### src/shared/dtr_map.vh
// register offsets, field positions and codes for the debug transfer block
`ifndef DTR_MAP_VH
`define DTR_MAP_VH

`define DTR_ADDR_W          12
`define DTR_OFF_EVENT_CATCH 12'h024
`define DTR_OFF_CACHE_CTRL  12'h028
`define DTR_OFF_MMU_CTRL    12'h02C
`define DTR_OFF_TO_CORE     12'h080
`define DTR_OFF_INJECT      12'h084
`define DTR_OFF_STATUS      12'h088
`define DTR_OFF_FROM_CORE   12'h08C
`define DTR_OFF_RUN_CTRL    12'h090
`define DTR_OFF_PC_SAMPLE   12'h0A0
`define DTR_OFF_OS_LOCK_ACC 12'h300
`define DTR_OFF_OS_LOCK_ST  12'h304
`define DTR_OFF_OS_SAVE     12'h308

`define DTR_ST_HALTED       0
`define DTR_ST_RESTARTED    1
`define DTR_ST_MOE_LO       2
`define DTR_ST_MOE_HI       5
`define DTR_ST_SYNC_ABT     6
`define DTR_ST_ASYNC_ABT    7
`define DTR_ST_UNDEF        8
`define DTR_ST_MODE_LO      20
`define DTR_ST_MODE_HI      21
`define DTR_ST_INSTR_DONE   24
`define DTR_ST_PIPE_ADV     25
`define DTR_ST_RX_LATCHED   26
`define DTR_ST_TX_LATCHED   27
`define DTR_ST_TX_PENDING   29
`define DTR_ST_RX_PENDING   30

`define DTR_RC_HALT         0
`define DTR_RC_RESTART      1
`define DTR_RC_CLR_EXC      2
`define DTR_RC_CLR_PIPE     3

`define DTR_MODE_NONBLOCK   2'h0
`define DTR_MODE_STALL      2'h1
`define DTR_MODE_FAST       2'h2

`define DTR_ISET_WIDE       2'h0
`define DTR_ISET_COMPACT    2'h1
`define DTR_ISET_COMPACT_EE 2'h2
`define DTR_ISET_BYTECODE   2'h3
`define DTR_CODE_WIDE       2'h0
`define DTR_CODE_COMPACT    2'h1
`define DTR_CODE_COMPACT_EE 2'h3
`define DTR_CODE_BYTECODE   2'h2

`define DTR_FIFO_WIDTH      32
`define DTR_FIFO_DEPTH      8
`define DTR_FIFO_AW         3

`endif

### src/verilog/dtr_run_ctrl.v
// debug transfer, instruction injection and run control behind APB
`timescale 1ns/1ps
`default_nettype none
`include "dtr_map.vh"

module dtr_fifo #(
    parameter WIDTH = 32,
    parameter DEPTH = 8,
    parameter AW    = 3
) (
    input  wire             clk,
    input  wire             reset,
    input  wire             in_valid,
    output reg              in_ready,
    input  wire [WIDTH-1:0] in_data,
    output reg              out_valid,
    input  wire             out_ready,
    output wire [WIDTH-1:0] out_data
);
    reg [WIDTH-1:0] mem [0:DEPTH-1];
    reg [AW-1:0]    wr_ptr;
    reg [AW-1:0]    rd_ptr;
    reg [AW:0]      count;
    reg [AW:0]      next_count;
    wire            push;
    wire            pop;

    assign push     = in_valid & in_ready;
    assign pop      = out_valid & out_ready;
    assign out_data = mem[rd_ptr];

    always @* begin
        next_count = count;
        if (push & ~pop) begin
            next_count = count + {{AW{1'b0}}, 1'b1};
        end else if (pop & ~push) begin
            next_count = count - {{AW{1'b0}}, 1'b1};
        end
    end

    // flags from next count, so both sides see flops
    always @(posedge clk) begin
        if (reset) begin
            wr_ptr    <= {AW{1'b0}};
            rd_ptr    <= {AW{1'b0}};
            count     <= {(AW+1){1'b0}};
            in_ready  <= 1'b1;
            out_valid <= 1'b0;
        end else begin
            if (push) begin
                wr_ptr <= wr_ptr + {{(AW-1){1'b0}}, 1'b1};
            end
            if (pop) begin
                rd_ptr <= rd_ptr + {{(AW-1){1'b0}}, 1'b1};
            end
            count     <= next_count;
            in_ready  <= (next_count != DEPTH[AW:0]);
            out_valid <= (next_count != {(AW+1){1'b0}});
        end
    end

    always @(posedge clk) begin
        if (push) begin
            mem[wr_ptr] <= in_data;
        end
    end
endmodule

// Notes on behaviour
// - mode field picks nonblocking, stall, fast; nonblocking reset
// - nonblocking: drop to-core write if latched pending
// - nonblocking: drop injection write unless latched done
// - nonblocking: empty from-core read has no effect
// - status read latches pending flags, sets done
// - stall: to-core write waits for pending clear
// - stall: injection write waits for op done
// - stall: from-core read waits for pending set
// - fast: data transfer issues held injected instruction
// - stall, nonblocking: injection write issues instruction
// - pc sample holds pc bits 31 to 2
// - low pc sample bits encode instruction set
// - only memory-mapped pc sample must be valid
// - cache, event catch, mmu controls read zero
// - os lock and save registers zero, ignore writes
// - run control bit 3 clears pipeline advance
// - run control bit 2 clears exception flags
// - restart request held until debug exit
// - halt request held until debug entry
// - sync abort blocks injection and fast transfers
// - halted bit follows debug state
// - restarted bit follows exit progress
module dtr_run_ctrl (
    input  wire        CLK,
    input  wire        RESET,
    input  wire        PSEL,
    input  wire        PENABLE,
    input  wire        PWRITE,
    input  wire [11:0] PADDR,
    input  wire [31:0] PWDATA,
    output reg  [31:0] PRDATA,
    output reg         PREADY,
    output reg         PSLVERR,
    input  wire        CORE_HALTED,
    input  wire        CORE_RESTARTED,
    input  wire [3:0]  CORE_MOE,
    input  wire [31:0] CORE_PC,
    input  wire [1:0]  CORE_ISET,
    input  wire        CORE_UNDEF_EVT,
    input  wire        CORE_ASYNC_ABT_EVT,
    input  wire        CORE_SYNC_ABT_EVT,
    input  wire        CORE_PIPE_ADV_EVT,
    input  wire        CORE_RX_READ,
    output reg  [31:0] CORE_RX_DATA,
    output reg         CORE_RX_PENDING,
    input  wire        CORE_TX_VALID,
    input  wire [31:0] CORE_TX_DATA,
    output wire        CORE_TX_READY,
    input  wire        CORE_INSTR_DONE,
    output reg         INSTR_ISSUE,
    output reg  [31:0] INSTR_WORD,
    output reg         HALT_REQ,
    output reg         RESTART_REQ
);
    localparam ST_IDLE = 2'b01;
    localparam ST_DONE = 2'b10;

    reg  [1:0]  state;
    reg  [1:0]  mode;
    reg  [31:0] itr;
    reg         instr_done;
    reg         rx_latched;
    reg         tx_latched;
    reg         done_latched;
    reg         sync_abt;
    reg         async_abt;
    reg         undef_exc;
    reg         pipe_adv;
    reg  [31:0] pc_sample;
    reg  [1:0]  iset_code;

    reg         go;
    reg         do_rx_wr;
    reg         do_itr_wr;
    reg         do_tx_pop;
    reg         do_issue;
    reg         do_status_rd;
    reg         do_mode_wr;
    reg         do_run_wr;
    reg  [31:0] rd_value;
    reg  [31:0] status_word;

    wire        tx_pending;
    wire [31:0] tx_data;
    wire        access;
    wire        m_stall;
    wire        m_fast;

    dtr_fifo #(
        .WIDTH (`DTR_FIFO_WIDTH),
        .DEPTH (`DTR_FIFO_DEPTH),
        .AW    (`DTR_FIFO_AW)
    ) u_from_core (
        .clk       (CLK),
        .reset     (RESET),
        .in_valid  (CORE_TX_VALID),
        .in_ready  (CORE_TX_READY),
        .in_data   (CORE_TX_DATA),
        .out_valid (tx_pending),
        .out_ready (do_tx_pop),
        .out_data  (tx_data)
    );

    assign access  = PSEL & PENABLE & state[0];
    // reserved mode code acts as nonblocking
    assign m_stall = (mode == `DTR_MODE_STALL);
    assign m_fast  = (mode == `DTR_MODE_FAST);

    always @* begin
        status_word = 32'h0000_0000;
        status_word[`DTR_ST_HALTED]     = CORE_HALTED;
        status_word[`DTR_ST_RESTARTED]  = CORE_RESTARTED;
        status_word[`DTR_ST_MOE_HI:`DTR_ST_MOE_LO] = CORE_MOE;
        status_word[`DTR_ST_SYNC_ABT]   = sync_abt;
        status_word[`DTR_ST_ASYNC_ABT]  = async_abt;
        status_word[`DTR_ST_UNDEF]      = undef_exc;
        status_word[`DTR_ST_MODE_HI:`DTR_ST_MODE_LO] = mode;
        status_word[`DTR_ST_INSTR_DONE] = instr_done;
        status_word[`DTR_ST_PIPE_ADV]   = pipe_adv;
        // a status read returns the copy it takes, so show live flags
        status_word[`DTR_ST_RX_LATCHED] = CORE_RX_PENDING;
        status_word[`DTR_ST_TX_LATCHED] = tx_pending;
        status_word[`DTR_ST_TX_PENDING] = tx_pending;
        status_word[`DTR_ST_RX_PENDING] = CORE_RX_PENDING;
    end

    // does the access complete now, and with what effect
    always @* begin
        go           = 1'b0;
        do_rx_wr     = 1'b0;
        do_itr_wr    = 1'b0;
        do_tx_pop    = 1'b0;
        do_issue     = 1'b0;
        do_status_rd = 1'b0;
        do_mode_wr   = 1'b0;
        do_run_wr    = 1'b0;
        rd_value     = 32'h0000_0000;
        if (access) begin
            go = 1'b1;
            case (PADDR)
                `DTR_OFF_TO_CORE: begin
                    if (PWRITE) begin
                        if (m_fast) begin
                            if (!sync_abt) begin
                                go = ~CORE_RX_PENDING & instr_done;
                                do_rx_wr = go;
                                do_issue = go;
                            end
                        end else if (m_stall) begin
                            go = ~CORE_RX_PENDING;
                            do_rx_wr = go;
                        end else begin
                            do_rx_wr = ~rx_latched;
                        end
                    end
                end
                `DTR_OFF_INJECT: begin
                    if (PWRITE && !sync_abt) begin
                        if (m_stall) begin
                            go = instr_done;
                            do_itr_wr = go;
                            do_issue  = go;
                        end else if (m_fast) begin
                            // fast mode only stores the word
                            do_itr_wr = 1'b1;
                        end else begin
                            do_itr_wr = done_latched;
                            do_issue  = done_latched;
                        end
                    end
                end
                `DTR_OFF_FROM_CORE: begin
                    if (!PWRITE) begin
                        if (m_fast) begin
                            if (!sync_abt) begin
                                go = tx_pending & instr_done;
                                do_tx_pop = go;
                                do_issue  = go;
                            end
                        end else if (m_stall) begin
                            go = tx_pending;
                            do_tx_pop = go;
                        end else begin
                            do_tx_pop = tx_latched;
                        end
                        if (do_tx_pop) begin
                            rd_value = tx_data;
                        end
                    end
                end
                `DTR_OFF_STATUS: begin
                    do_status_rd = ~PWRITE;
                    do_mode_wr   = PWRITE;
                    rd_value     = status_word;
                end
                `DTR_OFF_RUN_CTRL: begin
                    // write-only: reads zero
                    do_run_wr = PWRITE;
                end
                `DTR_OFF_PC_SAMPLE: begin
                    rd_value = pc_sample;
                end
                `DTR_OFF_EVENT_CATCH,
                `DTR_OFF_CACHE_CTRL,
                `DTR_OFF_MMU_CTRL: begin
                    rd_value = 32'h0000_0000;
                end
                `DTR_OFF_OS_LOCK_ACC,
                `DTR_OFF_OS_LOCK_ST,
                `DTR_OFF_OS_SAVE: begin
                    rd_value = 32'h0000_0000;
                end
                default: begin
                    rd_value = 32'h0000_0000;
                end
            endcase
        end
    end

    always @* begin
        case (CORE_ISET)
            `DTR_ISET_WIDE:       iset_code = `DTR_CODE_WIDE;
            `DTR_ISET_COMPACT:    iset_code = `DTR_CODE_COMPACT;
            `DTR_ISET_COMPACT_EE: iset_code = `DTR_CODE_COMPACT_EE;
            default:              iset_code = `DTR_CODE_BYTECODE;
        endcase
    end

    // bus handshake: every transfer takes at least one wait state
    always @(posedge CLK) begin
        if (RESET) begin
            state   <= ST_IDLE;
            PREADY  <= 1'b0;
            PRDATA  <= 32'h0000_0000;
            PSLVERR <= 1'b0;
        end else begin
            case (state)
                ST_IDLE: begin
                    if (go) begin
                        state  <= ST_DONE;
                        PREADY <= 1'b1;
                        PRDATA <= PWRITE ? 32'h0000_0000 : rd_value;
                    end
                end
                ST_DONE: begin
                    state  <= ST_IDLE;
                    PREADY <= 1'b0;
                    PRDATA <= 32'h0000_0000;
                end
                default: begin
                    state  <= ST_IDLE;
                    PREADY <= 1'b0;
                end
            endcase
        end
    end

    always @(posedge CLK) begin
        if (RESET) begin
            mode            <= `DTR_MODE_NONBLOCK;
            itr             <= 32'h0000_0000;
            instr_done      <= 1'b1;
            rx_latched      <= 1'b0;
            tx_latched      <= 1'b0;
            done_latched    <= 1'b1;
            CORE_RX_DATA    <= 32'h0000_0000;
            CORE_RX_PENDING <= 1'b0;
            INSTR_ISSUE     <= 1'b0;
            INSTR_WORD      <= 32'h0000_0000;
            pc_sample       <= 32'h0000_0000;
        end else begin
            pc_sample <= {CORE_PC[31:2], iset_code};
            if (do_mode_wr) begin
                mode <= PWDATA[`DTR_ST_MODE_HI:`DTR_ST_MODE_LO];
            end
            if (do_rx_wr) begin
                CORE_RX_DATA <= PWDATA;
            end
            // new word beats a same-cycle core read
            CORE_RX_PENDING <= do_rx_wr | (CORE_RX_PENDING & ~CORE_RX_READ);
            if (do_itr_wr) begin
                itr <= PWDATA;
            end
            INSTR_ISSUE <= do_issue;
            if (do_issue) begin
                INSTR_WORD <= do_itr_wr ? PWDATA : itr;
                instr_done <= 1'b0;
            end else if (CORE_INSTR_DONE) begin
                instr_done <= 1'b1;
            end
            if (do_status_rd) begin
                rx_latched   <= CORE_RX_PENDING;
                tx_latched   <= tx_pending;
                done_latched <= 1'b1;
            end else begin
                // latched copies track our own accesses until next poll
                if (do_rx_wr) begin
                    rx_latched <= 1'b1;
                end
                if (do_tx_pop) begin
                    tx_latched <= 1'b0;
                end
                if (do_issue) begin
                    done_latched <= 1'b0;
                end
            end
        end
    end

    // sticky flags: same-cycle event beats clear
    always @(posedge CLK) begin
        if (RESET) begin
            sync_abt  <= 1'b0;
            async_abt <= 1'b0;
            undef_exc <= 1'b0;
            pipe_adv  <= 1'b0;
        end else begin
            if (do_run_wr && PWDATA[`DTR_RC_CLR_EXC]) begin
                sync_abt  <= CORE_SYNC_ABT_EVT;
                async_abt <= CORE_ASYNC_ABT_EVT;
                undef_exc <= CORE_UNDEF_EVT;
            end else begin
                sync_abt  <= sync_abt | CORE_SYNC_ABT_EVT;
                async_abt <= async_abt | CORE_ASYNC_ABT_EVT;
                undef_exc <= undef_exc | CORE_UNDEF_EVT;
            end
            if (do_run_wr && PWDATA[`DTR_RC_CLR_PIPE]) begin
                pipe_adv <= CORE_PIPE_ADV_EVT;
            end else begin
                pipe_adv <= pipe_adv | CORE_PIPE_ADV_EVT;
            end
        end
    end

    // requests accepted only in the state they change
    always @(posedge CLK) begin
        if (RESET) begin
            HALT_REQ    <= 1'b0;
            RESTART_REQ <= 1'b0;
        end else begin
            if (CORE_HALTED) begin
                HALT_REQ <= 1'b0;
            end else if (do_run_wr && PWDATA[`DTR_RC_HALT]) begin
                HALT_REQ <= 1'b1;
            end
            if (!CORE_HALTED) begin
                RESTART_REQ <= 1'b0;
            end else if (do_run_wr && PWDATA[`DTR_RC_RESTART]) begin
                RESTART_REQ <= 1'b1;
            end
        end
    end
endmodule

`default_nettype wire
### config.mk
export PLATFORM = sky130hd
export DESIGN_NAME = dtr_run_ctrl
export DESIGN_NICKNAME = d
export VERILOG_FILES = /design/src/verilog/dtr_run_ctrl.v
export VERILOG_INCLUDE_DIRS = /design/src /design/src/shared
export SDC_FILE = /design/constraint.sdc
export NUM_CORES = 1
export LEC_CHECK = 0
export ABC_AREA = 1
export CAP_MARGIN = 20
export CORE_MARGIN = 2
export CORE_UTILIZATION = 40
export CTS_CLUSTER_SIZE = 16
export DETAILED_ROUTE_END_ITERATION = 10
export DONT_BUFFER_PORTS = 1
export MAX_ROUTING_LAYER = met4
export PLACE_DENSITY = 0.6
export SYNTH_ARGS = -nofsm -noshare
export SYNTH_HDL_FRONTEND = slang
export SYNTH_SLANG_ARGS = --single-unit
### constraint.sdc
create_clock -name CLK -period 3.1 [get_ports CLK]
set_input_delay 0.31 -clock CLK [delete_from_list [all_inputs] [get_ports CLK]]
set_output_delay 0.31 -clock CLK [all_outputs]
set_load 0.005 [all_outputs]
After elaboration in Yosys (flattened, before gate mapping)
Memory sizes are Yosys's and may differ from the RTL's. A register that Yosys moved wholly into a read port is not among the register bits.
Cells that the tools add are included.
{ "classes": {"n_addsub": 4, "reduce_logical": 17, "n_eq_ne": 14, "bitwise_logic": 22, "n_mux": 71} }
{ "op_table": {"columns": ["cell", "n"], "rows": [
  ["$mux W32", 5],
  ["$pmux W32 S3", 1],
  ["$eq A12 B8 Y1 const B", 6],
  ["$pmux W32 S2", 1],
  ["$mux W1", 57],
  ["$and A1 B1 Y1", 9],
  ["$mux W4", 2],
  ["$not A1 Y1", 8],
  ["$reduce_bool A2 Y1", 4],
  ["$reduce_or A2 Y1", 4],
  ["$add A3 B1 Y3 const B", 2],
  ["$eq A2 B1 Y1 const B", 3],
  ["$eq A2 B2 Y1 const B", 3],
  ["$mux W3", 2],
  ["$pmux W1 S3", 2],
  ["$pmux W2 S3", 1],
  ["$logic_and A1 B1 Y1", 5],
  ["$or A1 B1 Y1", 5],
  ["$add A4 B1 Y4 const B", 1],
  ["$ne A4 B4 Y1 const B", 1],
  ["$reduce_bool A4 Y1", 1],
  ["$sub A4 B1 Y4 const B", 1],
  ["$logic_not A2 Y1", 1],
  ["$ne A2 B2 Y1 const B", 1],
  ["2 further kinds", 2]
]} }
{ "totals": {"out_inout_bits": 103, "elab_cells": 154, "ramBits": 256, "n_memories": 1, "in_bits": 128, "ff_bits": 189} }
{ "memory_table": {"columns": ["name", "words", "width", "rd", "rd_ports_with_merged_regs", "wr", "line_no", "text"], "rows": [
  ["u_from_core.mem", 8, 32, 1, 1, 1, "dtr_run_ctrl.v:20", "reg [WIDTH-1:0] mem [0:DEPTH-1];"]
]} }

Longest topological paths before layout
Gate-level depths: netlist (run 1).
{ "depth": {"word_depth": 14, "ltp_mapped": 14, "ltp_nobuf": 14} }

Cells and area by module
Synthesis (run 1) repeated with hierarchy kept, for this count alone.
{ "unflattened": {"cells_unflattened": 1798, "hier_area_um2": 18083.6} }
{ "modules_own_cells": {"columns": ["mod", "area_per_inst_um2", "seq_area_each_um2", "cells_per_inst", "instances"], "rows": [
  ["dtr_fifo", 10616.4, 7987.7, 790, 1],
  ["dtr_run_ctrl", 7467.2, 3523.4, 1008, 1]
]} }

Least setup slack after synthesis (run 1)
No wires, ideal clock.
{ "synth_timing": {"path_type": "flip-flop to flip-flop", "from": "register u_from_core.in_ready", "to": "memory u_from_core.mem[0][0] (enable)", "n_path_buf": 0, "arrival_ns": 2.142, "required_ns": 2.679, "setup_slack_ns": 0.537, "setup_time_ns": 0.421, "period_less_slack_ns": 2.563, "path_stages_with_launch": 5, "path_cell_list": "dfxtp_1 -> nand2_1 -> inv_1 -> nand2_1 -> nor2_1"} }
{ "synth_via": {"elab_chain_cells": 3} }
{ "synth_rtl": {"columns": ["element", "line_no", "text"], "rows": [
  ["start: declaration", "dtr_run_ctrl.v:14", "output reg in_ready,"],
  ["start signal: assignment", "dtr_run_ctrl.v:57", "in_ready <= (next_count != DEPTH[AW:0]);"],
  ["$and A1 B1 Y1", "dtr_run_ctrl.v:28", "assign push = in_valid & in_ready;"],
  ["$mux W1", "dtr_run_ctrl.v:63", "if (push) begin"],
  ["$mux W1 (not written as such)", "dtr_run_ctrl.v:64", "mem[wr_ptr] <= in_data;"],
  ["end: declaration", "dtr_run_ctrl.v:20", null]
]} }
Every way passes these cells.

Worst setup path in the final report (run 1)
{ "layout_timing": {"from": "register mode[1]", "to": "register PRDATA[3]"} }
{ "layout_via": {"elab_chain_cells": 12, "elab_cells_between_ends": 25, "classes_between": "3 x eq/ne; 21 x mux; 1 x reduce/logical"} }
{ "layout_rtl": {"columns": ["element", "line_no", "text"], "rows": [
  ["start: declaration", "dtr_run_ctrl.v:128", "reg [1:0] mode;"],
  ["start signal: assignment", "dtr_run_ctrl.v:329", "mode <= `DTR_MODE_NONBLOCK;"],
  ["start signal: assignment", "dtr_run_ctrl.v:343", "mode <= PWDATA[`DTR_ST_MODE_HI:`DTR_ST_MODE_LO];"],
  ["$eq A2 B1 Y1 (no line)", null, null],
  ["$mux W1", "dtr_run_ctrl.v:249", "end else if (m_stall) begin"],
  ["$mux W1", "dtr_run_ctrl.v:243", "if (m_fast) begin"],
  ["$mux W1", "dtr_run_ctrl.v:242", "if (!PWRITE) begin"],
  ["$mux W1", "dtr_run_ctrl.v:209", "case (PADDR)"],
  ["$mux W1", "dtr_run_ctrl.v:207", "if (access) begin"],
  ["$mux W32", "dtr_run_ctrl.v:255", "if (do_tx_pop) begin"],
  ["$pmux W32 S3", "dtr_run_ctrl.v:209", null],
  ["$mux W32", "dtr_run_ctrl.v:207", null],
  ["$mux W32", "dtr_run_ctrl.v:311", "PRDATA <= PWRITE ? 32'h0000_0000 : rd_value;"],
  ["$mux W32", "dtr_run_ctrl.v:308", "if (go) begin"],
  ["$pmux W32 S2", "dtr_run_ctrl.v:306", "case (state)"],
  ["end signal: assignment", "dtr_run_ctrl.v:311", null],
  ["end: declaration", "dtr_run_ctrl.v:100", "output reg [31:0] PRDATA,"]
]} }
Several ways; a longest one is shown, not always the timed one. The select of a mux whose other input is x is not followed.
A chain may end at the register's enable or synchronous reset.

==> results.py, run 1 <==
metrics = {
    "pwr": {
        "powerDensity_mw_per_mm2": 594,
        "leakage_nw": 7.57,
        "ir_drop_mv": 0.405,
    },
    "clock_tree": {
        "cts.sinks": 447,
        "postCtsResizedCells": 0,
        "numCtsBuffers": 46,
        "path_clk_slew_ns": 0.06,
        "clockBufferDepth": 3,
        "cts_tree": "yes",
        "root_buffer": "clkbuf_16",
        "holdBufCountCts": 109,
        "clock_latency_ns": 0.59,
        "post_cts_buffers": 0,
        "htree_levels": 2,
    },
    "min_path": {
        "min_path_type": "in -> reg",
    },
    "place": {
        "dp.final_hpwl_um": 27400,
        "gp_congestion": 0.904,
        "io_buffers": 0,
        "post_dp_cell_area_mm2": 0.0181,
        "dp_cells": 2268,
    },
    "cells_and_area": {
        "finalInstanceArea_mm2": 0.0208,
        "nNetsFinal": 1974,
        "syn_to_final_growth_pct": 18.2,
        "stdcell_count": 2472,
        "nFillCells": 3907,
        "multi_input_area_mm2": 0.00507,
        "seq_area_mm2": 0.0115,
        "drive_gt1_share_pct": 7.83,
    },
    "timing": {
        "slew_headroom_pct": 38.3,
        "hold_violations": 0,
        "fin_hold_ws_ns": 0.0340,
        "rsz0062_at_grt": "no",
        "maxSlewViolCount": 0,
        "timing.final.crit_share_pct": 74.6,
        "skew_ns": 0.0262,
        "min_period_ns": 2.31,
        "timing.fmax_ghz": 0.432,
        "setup_viol": 0,
        "worstMarginPinSlew_ns": 0.924,
        "setup_tns_ns": 0,
    },
    "synthesis": {
        "yosysSeqAreaShare_pct": 65.4,
        "synth_top_area_share_pct": 43.7,
        "synthCells": 1754,
        "syn_area_mm2": 0.0176,
        "syn-num-nets": 1888,
        "synthTopCellsByArea": "edfxtp_1 44%, dfxtp_1 22%, nand2_1 6.4%, nor2_1 4.7%, o21ai_0 4.0%",
        "ys_types": 44,
        "synth-warning-count": 0,
        "syn_area_per_cell_um2": 10.0,
        "synth-seq-cells": 447,
        "ys.flop_type": "edfxtp_1",
        "synth_area_leader_cell": "edfxtp_1",
        "synth-edff-count": 256,
        "async_reset_ff_share_pct": 0,
    },
    "grt": {
        "grt_pass1_wl_um": 69500,
        "antenna_found_initial": 10,
        "grt_max_degree": 143,
        "grt_usage_pct": 20.7,
        "grt_overflow": 0,
        "grt_pass1_vias": 12200,
    },
    "route": {
        "drt_wl_total_um": 46200,
        "drc": 0,
        "ant_nets": 0,
        "met2_length_um": 21400,
        "drt_iter0_drc": 1210,
        "routed.top_layer": "met4",
        "wl_met1_um": 19700,
        "vias_per_cell": 5.13,
        "first_pass_iters": 5,
        "vias": 12700,
        "post_drt_wl_per_cell_um": 18.7,
        "wl_met3_um": 3880,
    },
    "floorplan": {
        "io_pins": 231,
        "coreArea_mm2": 0.0433,
        "start_util_pct": 40.7,
        "die_h_um": 214,
        "fp.dieW_um": 214,
        "die_area_mm2": 0.0457,
        "rows": 76,
    },
    "run": {
        "maxCapViolCount": 0,
    },
    "worst_setup_path": {
        "required_ns": 3.59,
        "endpoint_kind": "flop",
        "r2r-end": "PRDATA[3]",
        "ff2ff_path_depth": 11,
        "worstPathArrival_ns": 2.80,
        "cp_max_fo": 20,
        "cp-startpoint": "mode[1]",
        "path_class": "reg -> reg",
        "rrSetupSlack_ns": 0.79,
        "start_kind": "flop",
        "r2r_start": "mode[1]",
        "critPathCapture": "PRDATA[3]",
    },
    "status": {
        "status": "completed",
    },
}
Yosys cell counts (8+ instances only):
master,count
nand2_1,298
o22ai_1,19
buf_2,27
edfxtp_1,256
clkbuf_1,51
a21oi_1,127
buf_4,9
o211ai_1,38
o21ai_1,35
buf_1,8
o21ai_0,140
dfxtp_1,191
inv_1,135
o221ai_1,11
nand3_1,105
nor2_1,222
sequential cells by signal, indices dropped and copies added, names as in the netlist, 4 cells and up, named ones only:
register / flops
u_from_core.mem: 256
CORE_RX_DATA: 32
INSTR_WORD: 32
PRDATA: 32
itr: 32
pc_sample: 32
u_from_core.count: 4
worst max-delay path: stages (launching register included):
cell     delay (ns)
dfxtp_1        0.34
inv_2          0.07
nor2_4         0.21
inv_2          0.08
nand2_1        0.07
nand3_1        0.09
nand2_1        0.08
nand2_1        0.08
o21ai_4        0.50
buf_4          0.36
nand3_1        0.13
a21oi_1        0.19
report_power, final:
group          leakage, nW  internal, mW  total [mW]  switching (mW)
sequential            3.88          6.38        6.42          0.0401
combinational         2.95         0.172       0.459           0.288
clock                0.747          3.15        5.46            2.32
total                 7.57          9.70        12.3            2.65
cells by family after synthesis:
kind of cell | Yosys count | share of synthesized area [%]
multiplexers | 5 | 0.285
AND/OR/NAND/NOR | 660 | 15.5
adder cells (fa/ha/maj) | 6 | 0.427
buffers and inverters | 244 | 5.83
XOR/XNOR | 1 | 0.0498
AO/OA/AOI/OAI | 390 | 12.5
flip-flops | 447 | 65.4
other | 1 | 0.0213
cells in the final DEF (no fill, tap or decap), types with 6 or more instances in the layout:
master	n
nand2_2	6
clkbuf_16	46
o21ai_1	35
clkbuf_1	12
nor3_1	6
buf_4	23
inv_1	134
nor2_1	214
o211ai_1	38
inv_2	7
clkinv_2	11
nor2_2	12
o221ai_1	11
o21ai_0	140
edfxtp_1	256
ha_1	6
diode_2	10
dfxtp_1	189
o22ai_1	19
nand2_1	298
clkbuf_8	9
dlygate4sd3_1	108
a21oi_1	127
nand3_1	105
nand4_1	6
through the flow:
step,power (mW),util [%],worst slack (ns)
finish,12.3,48.1,0.787
floorplan,6.75,-,0.537
detailed placement,6.82,41.9,0.711
global placement,6.81,41.9,0.796
global route,12.8,48.1,0.529
CTS,12.5,48.0,0.820
per-layer routing:
layer	up-vias	global-route usage (%)
met4	0	7.33
met3	79	5.71
li1	6168	-
met2	405	32.6
met1	6017	25.6
met5	-	-
worst min path at each step:
stage	endpoint	slack, ns	cells after the start	startpoint
global placement	INSTR_WORD[15]	0.39	1	RESET
detailed placement	INSTR_WORD[8]	0.40	1	RESET
finish	pc_sample[1]	0.03	3	CORE_ISET[0]
CTS	pc_sample[1]	0.004	3	CORE_ISET[0]
global route	pc_sample[1]	0.01	3	CORE_ISET[0]
floorplan	u_from_core.mem[0][0]	0.41	0	CORE_TX_DATA[0]
area by class of cell:
type / count / share of cell area (%)
Clock buffer: 67 / 6.35
Sequential cell: 447 / 55.4
Inverter: 145 / 2.65
Tap cell: 585 / 3.52
Multi-Input combinational cell: 1063 / 24.4
Antenna cell: 10 / 0.120
Timing Repair Buffer: 137 / 6.64
Clock inverter: 18 / 0.933
No activity file was read; power rests on OpenSTA's default activity.
==> run 2, diff against run 1 <==
--- a/config.mk
+++ b/config.mk
@@ -14,7 +14,7 @@
 export DETAILED_ROUTE_END_ITERATION = 10
 export DONT_BUFFER_PORTS = 1
 export MAX_ROUTING_LAYER = met4
-export PLACE_DENSITY = 0.6
+export PLACE_DENSITY = 0.62
 export SYNTH_ARGS = -nofsm -noshare
 export SYNTH_HDL_FRONTEND = slang
 export SYNTH_SLANG_ARGS = --single-unit
==> constraint.sdc (replaced) <==
create_clock -name CLK -period 2 [get_ports CLK]
set_input_delay 0.2 -clock CLK [delete_from_list [all_inputs] [get_ports CLK]]
set_output_delay 0.2 -clock CLK [all_outputs]
set_load 0.005 [all_outputs]
==> run 2 against run 1 <==
  * Maximum frequency grew 20%
  * First-iteration DRC count fell by 15%
  * Power grew 57%
  * Sequential power is 55% higher
  * Flip-flop and latch count stayed put
  * Largest power group unchanged
  * Worst hold slack improved by 0.0036 ns
  * Utilization rose by 1.6 points
  * Combinational power grew 66%
  * Clock power rose by 59%
==> results.py, run 2 (synthesis results as in run 1) <==
metrics = {
    "route": {
        "ant_nets": 0,
        "vias": 12900,
        "drc": 0,
        "first_pass_iters": 6,
        "drt_wl_total_um": 46800,
        "vias_per_cell": 5.13,
        "post_drt_wl_per_cell_um": 18.6,
        "drt_iter0_drc": 1027,
    },
    "worst_setup_path": {
        "critPathBufInv": 4,
        "crit_path_cell_trace": "inv_2 -> nand2_1 -> inv_2 -> o311ai_4 -> nand2_1 -> o21ai_1 -> inv_1 -> nor2_1 -> dlygate4sd3_1",
        "endpoint_kind": "flop",
        "path_class": "reg -> reg",
        "start_kind": "flop",
        "cp_slowest_cell": "dlygate4sd3_1",
        "cp.depth": 9,
        "cp_top_family": "buffers and inverters",
        "cp_max_fo": 5,
        "required_ns": 2.51,
        "slowest_delay_ns": 0.54,
        "ff2ff_path_depth": 9,
        "worstPathArrival_ns": 2.44,
    },
    "min_path": {
        "hold_depth": 4,
        "min_path_type": "in -> reg",
    },
    "clock_tree": {
        "htree_levels": 2,
        "clockBufferDepth": 3,
        "cts_tree": "yes",
        "root_buffer": "clkbuf_16",
        "cts.sinks": 447,
        "numCtsBuffers": 46,
        "path_clk_slew_ns": 0.06,
        "clock_latency_ns": 0.59,
    },
    "cells_and_area": {
        "final_cell_mix": "298 x nand2_1, 256 x edfxtp_1, 212 x nor2_1, 187 x dfxtp_1, 139 x o21ai_0",
        "syn_to_final_growth_pct": 22.3,
        "finalInstanceArea_mm2": 0.0215,
        "nNetsFinal": 2022,
        "final_util_pct": 49.7,
        "drive_gt1_share_pct": 9.61,
        "largest_reg_flops": 256,
        "final_common_cell": "nand2_1",
        "nFillCells": 3859,
        "stdcell_count": 2521,
        "top_register": "u_from_core.mem",
    },
    "floorplan": {
        "start_util_pct": 40.7,
        "io_pins": 231,
        "die_h_um": 214,
        "rows": 76,
        "coreArea_mm2": 0.0433,
        "die_area_mm2": 0.0457,
        "fp.dieW_um": 214,
    },
    "timing": {
        "skew_ns": 0.0232,
        "hold_violations": 0,
        "fin_hold_ws_ns": 0.0376,
        "min_period_ns": 1.93,
        "setup_viol": 0,
        "rsz0062_at_grt": "yes",
        "maxSlewViolCount": 0,
        "timing.fmax_ghz": 0.518,
        "timing.final.crit_share_pct": 96.5,
    },
    "grt": {
        "grt_overflow": 0,
        "grt_usage_pct": 20.6,
        "grt_pass1_wl_um": 69200,
        "grt_max_degree": 106,
        "grt_pass1_vias": 12200,
        "antenna_found_initial": 11,
    },
    "pwr": {
        "total_power_mw": 19.4,
        "powerDensity_mw_per_mm2": 901,
        "leakage_nw": 7.94,
        "ir_drop_mv": 0.580,
    },
    "place": {
        "dp.final_hpwl_um": 28700,
        "gp_congestion": 0.876,
        "dp_cells": 2297,
        "post_dp_cell_area_mm2": 0.0186,
        "io_buffers": 0,
    },
    "run": {
        "maxCapViolCount": 0,
    },
    "status": {
        "status": "completed",
    },
}
## run 2: cell type report
| class | count | area, µm² | area share (%) |
|---|---|---|---|
| sequential | 447 | 11500 | 53.6 |
| timing repair buffer | 185 | 2030 | 9.42 |
| multi-input combinational | 1063 | 5100 | 23.7 |
| clock inverter | 12 | 184 | 0.855 |
| antenna | 11 | 27.5 | 0.128 |
| clock buffer | 73 | 1360 | 6.34 |
| tap | 585 | 732 | 3.40 |
| inverter | 145 | 552 | 2.57 |
## run 2: worst min-delay path, delay by kind of cell
kind / cells / cell delay, ns
simple gates: 2 / 0.21
compound gates: 1 / 0.08
buf+inv: 1 / 0.08
## run 2: worst paths after layout
path / slack [ns] / from / to
max: 0.07 / mode[1] / itr[3]
min: 0.04 / PWRITE / mode[0]
max reg2reg: 0.07 / mode[1] / itr[3]
min reg2reg: 0.48 / u_from_core.rd_ptr[1] / flop
## run 2: metrics by stage
stage / setup WS, ns / setup TNS [ns]
after floorplan: -0.418 / -53.46
after global placement: 0.0966 / 0
after detailed placement: 0.0833 / 0
after CTS: 0.0187 / 0
after global routing: -0.0570 / -0.110
final: 0.0702 / 0
## run 2: routing by layer
metal / wire (µm) / global-route usage [%] / vias to the layer above
li1: - / - / 6263
met1: 19600 / 25.4 / 6195
met2: 21800 / 32.4 / 412
met3: 4370 / 6.75 / 65
met4: 1050 / 6.08 / 0
met5: 0 / - / -
## run 2: timing repair
action,CTS,global route
buffers inserted,0,8
endpoints found under the hold margin,439,0
resized for setup,0,7
hold buffers,119,0
endpoints found under the setup margin,0,70
## run 2: report_power, final
group          switching (mW)  leakage, nW  internal (mW)
Combinational           0.449         3.31          0.313
Sequential             0.0543         3.88           9.89
Clock                    3.56        0.753           5.11
Total                    4.06         7.94           15.3
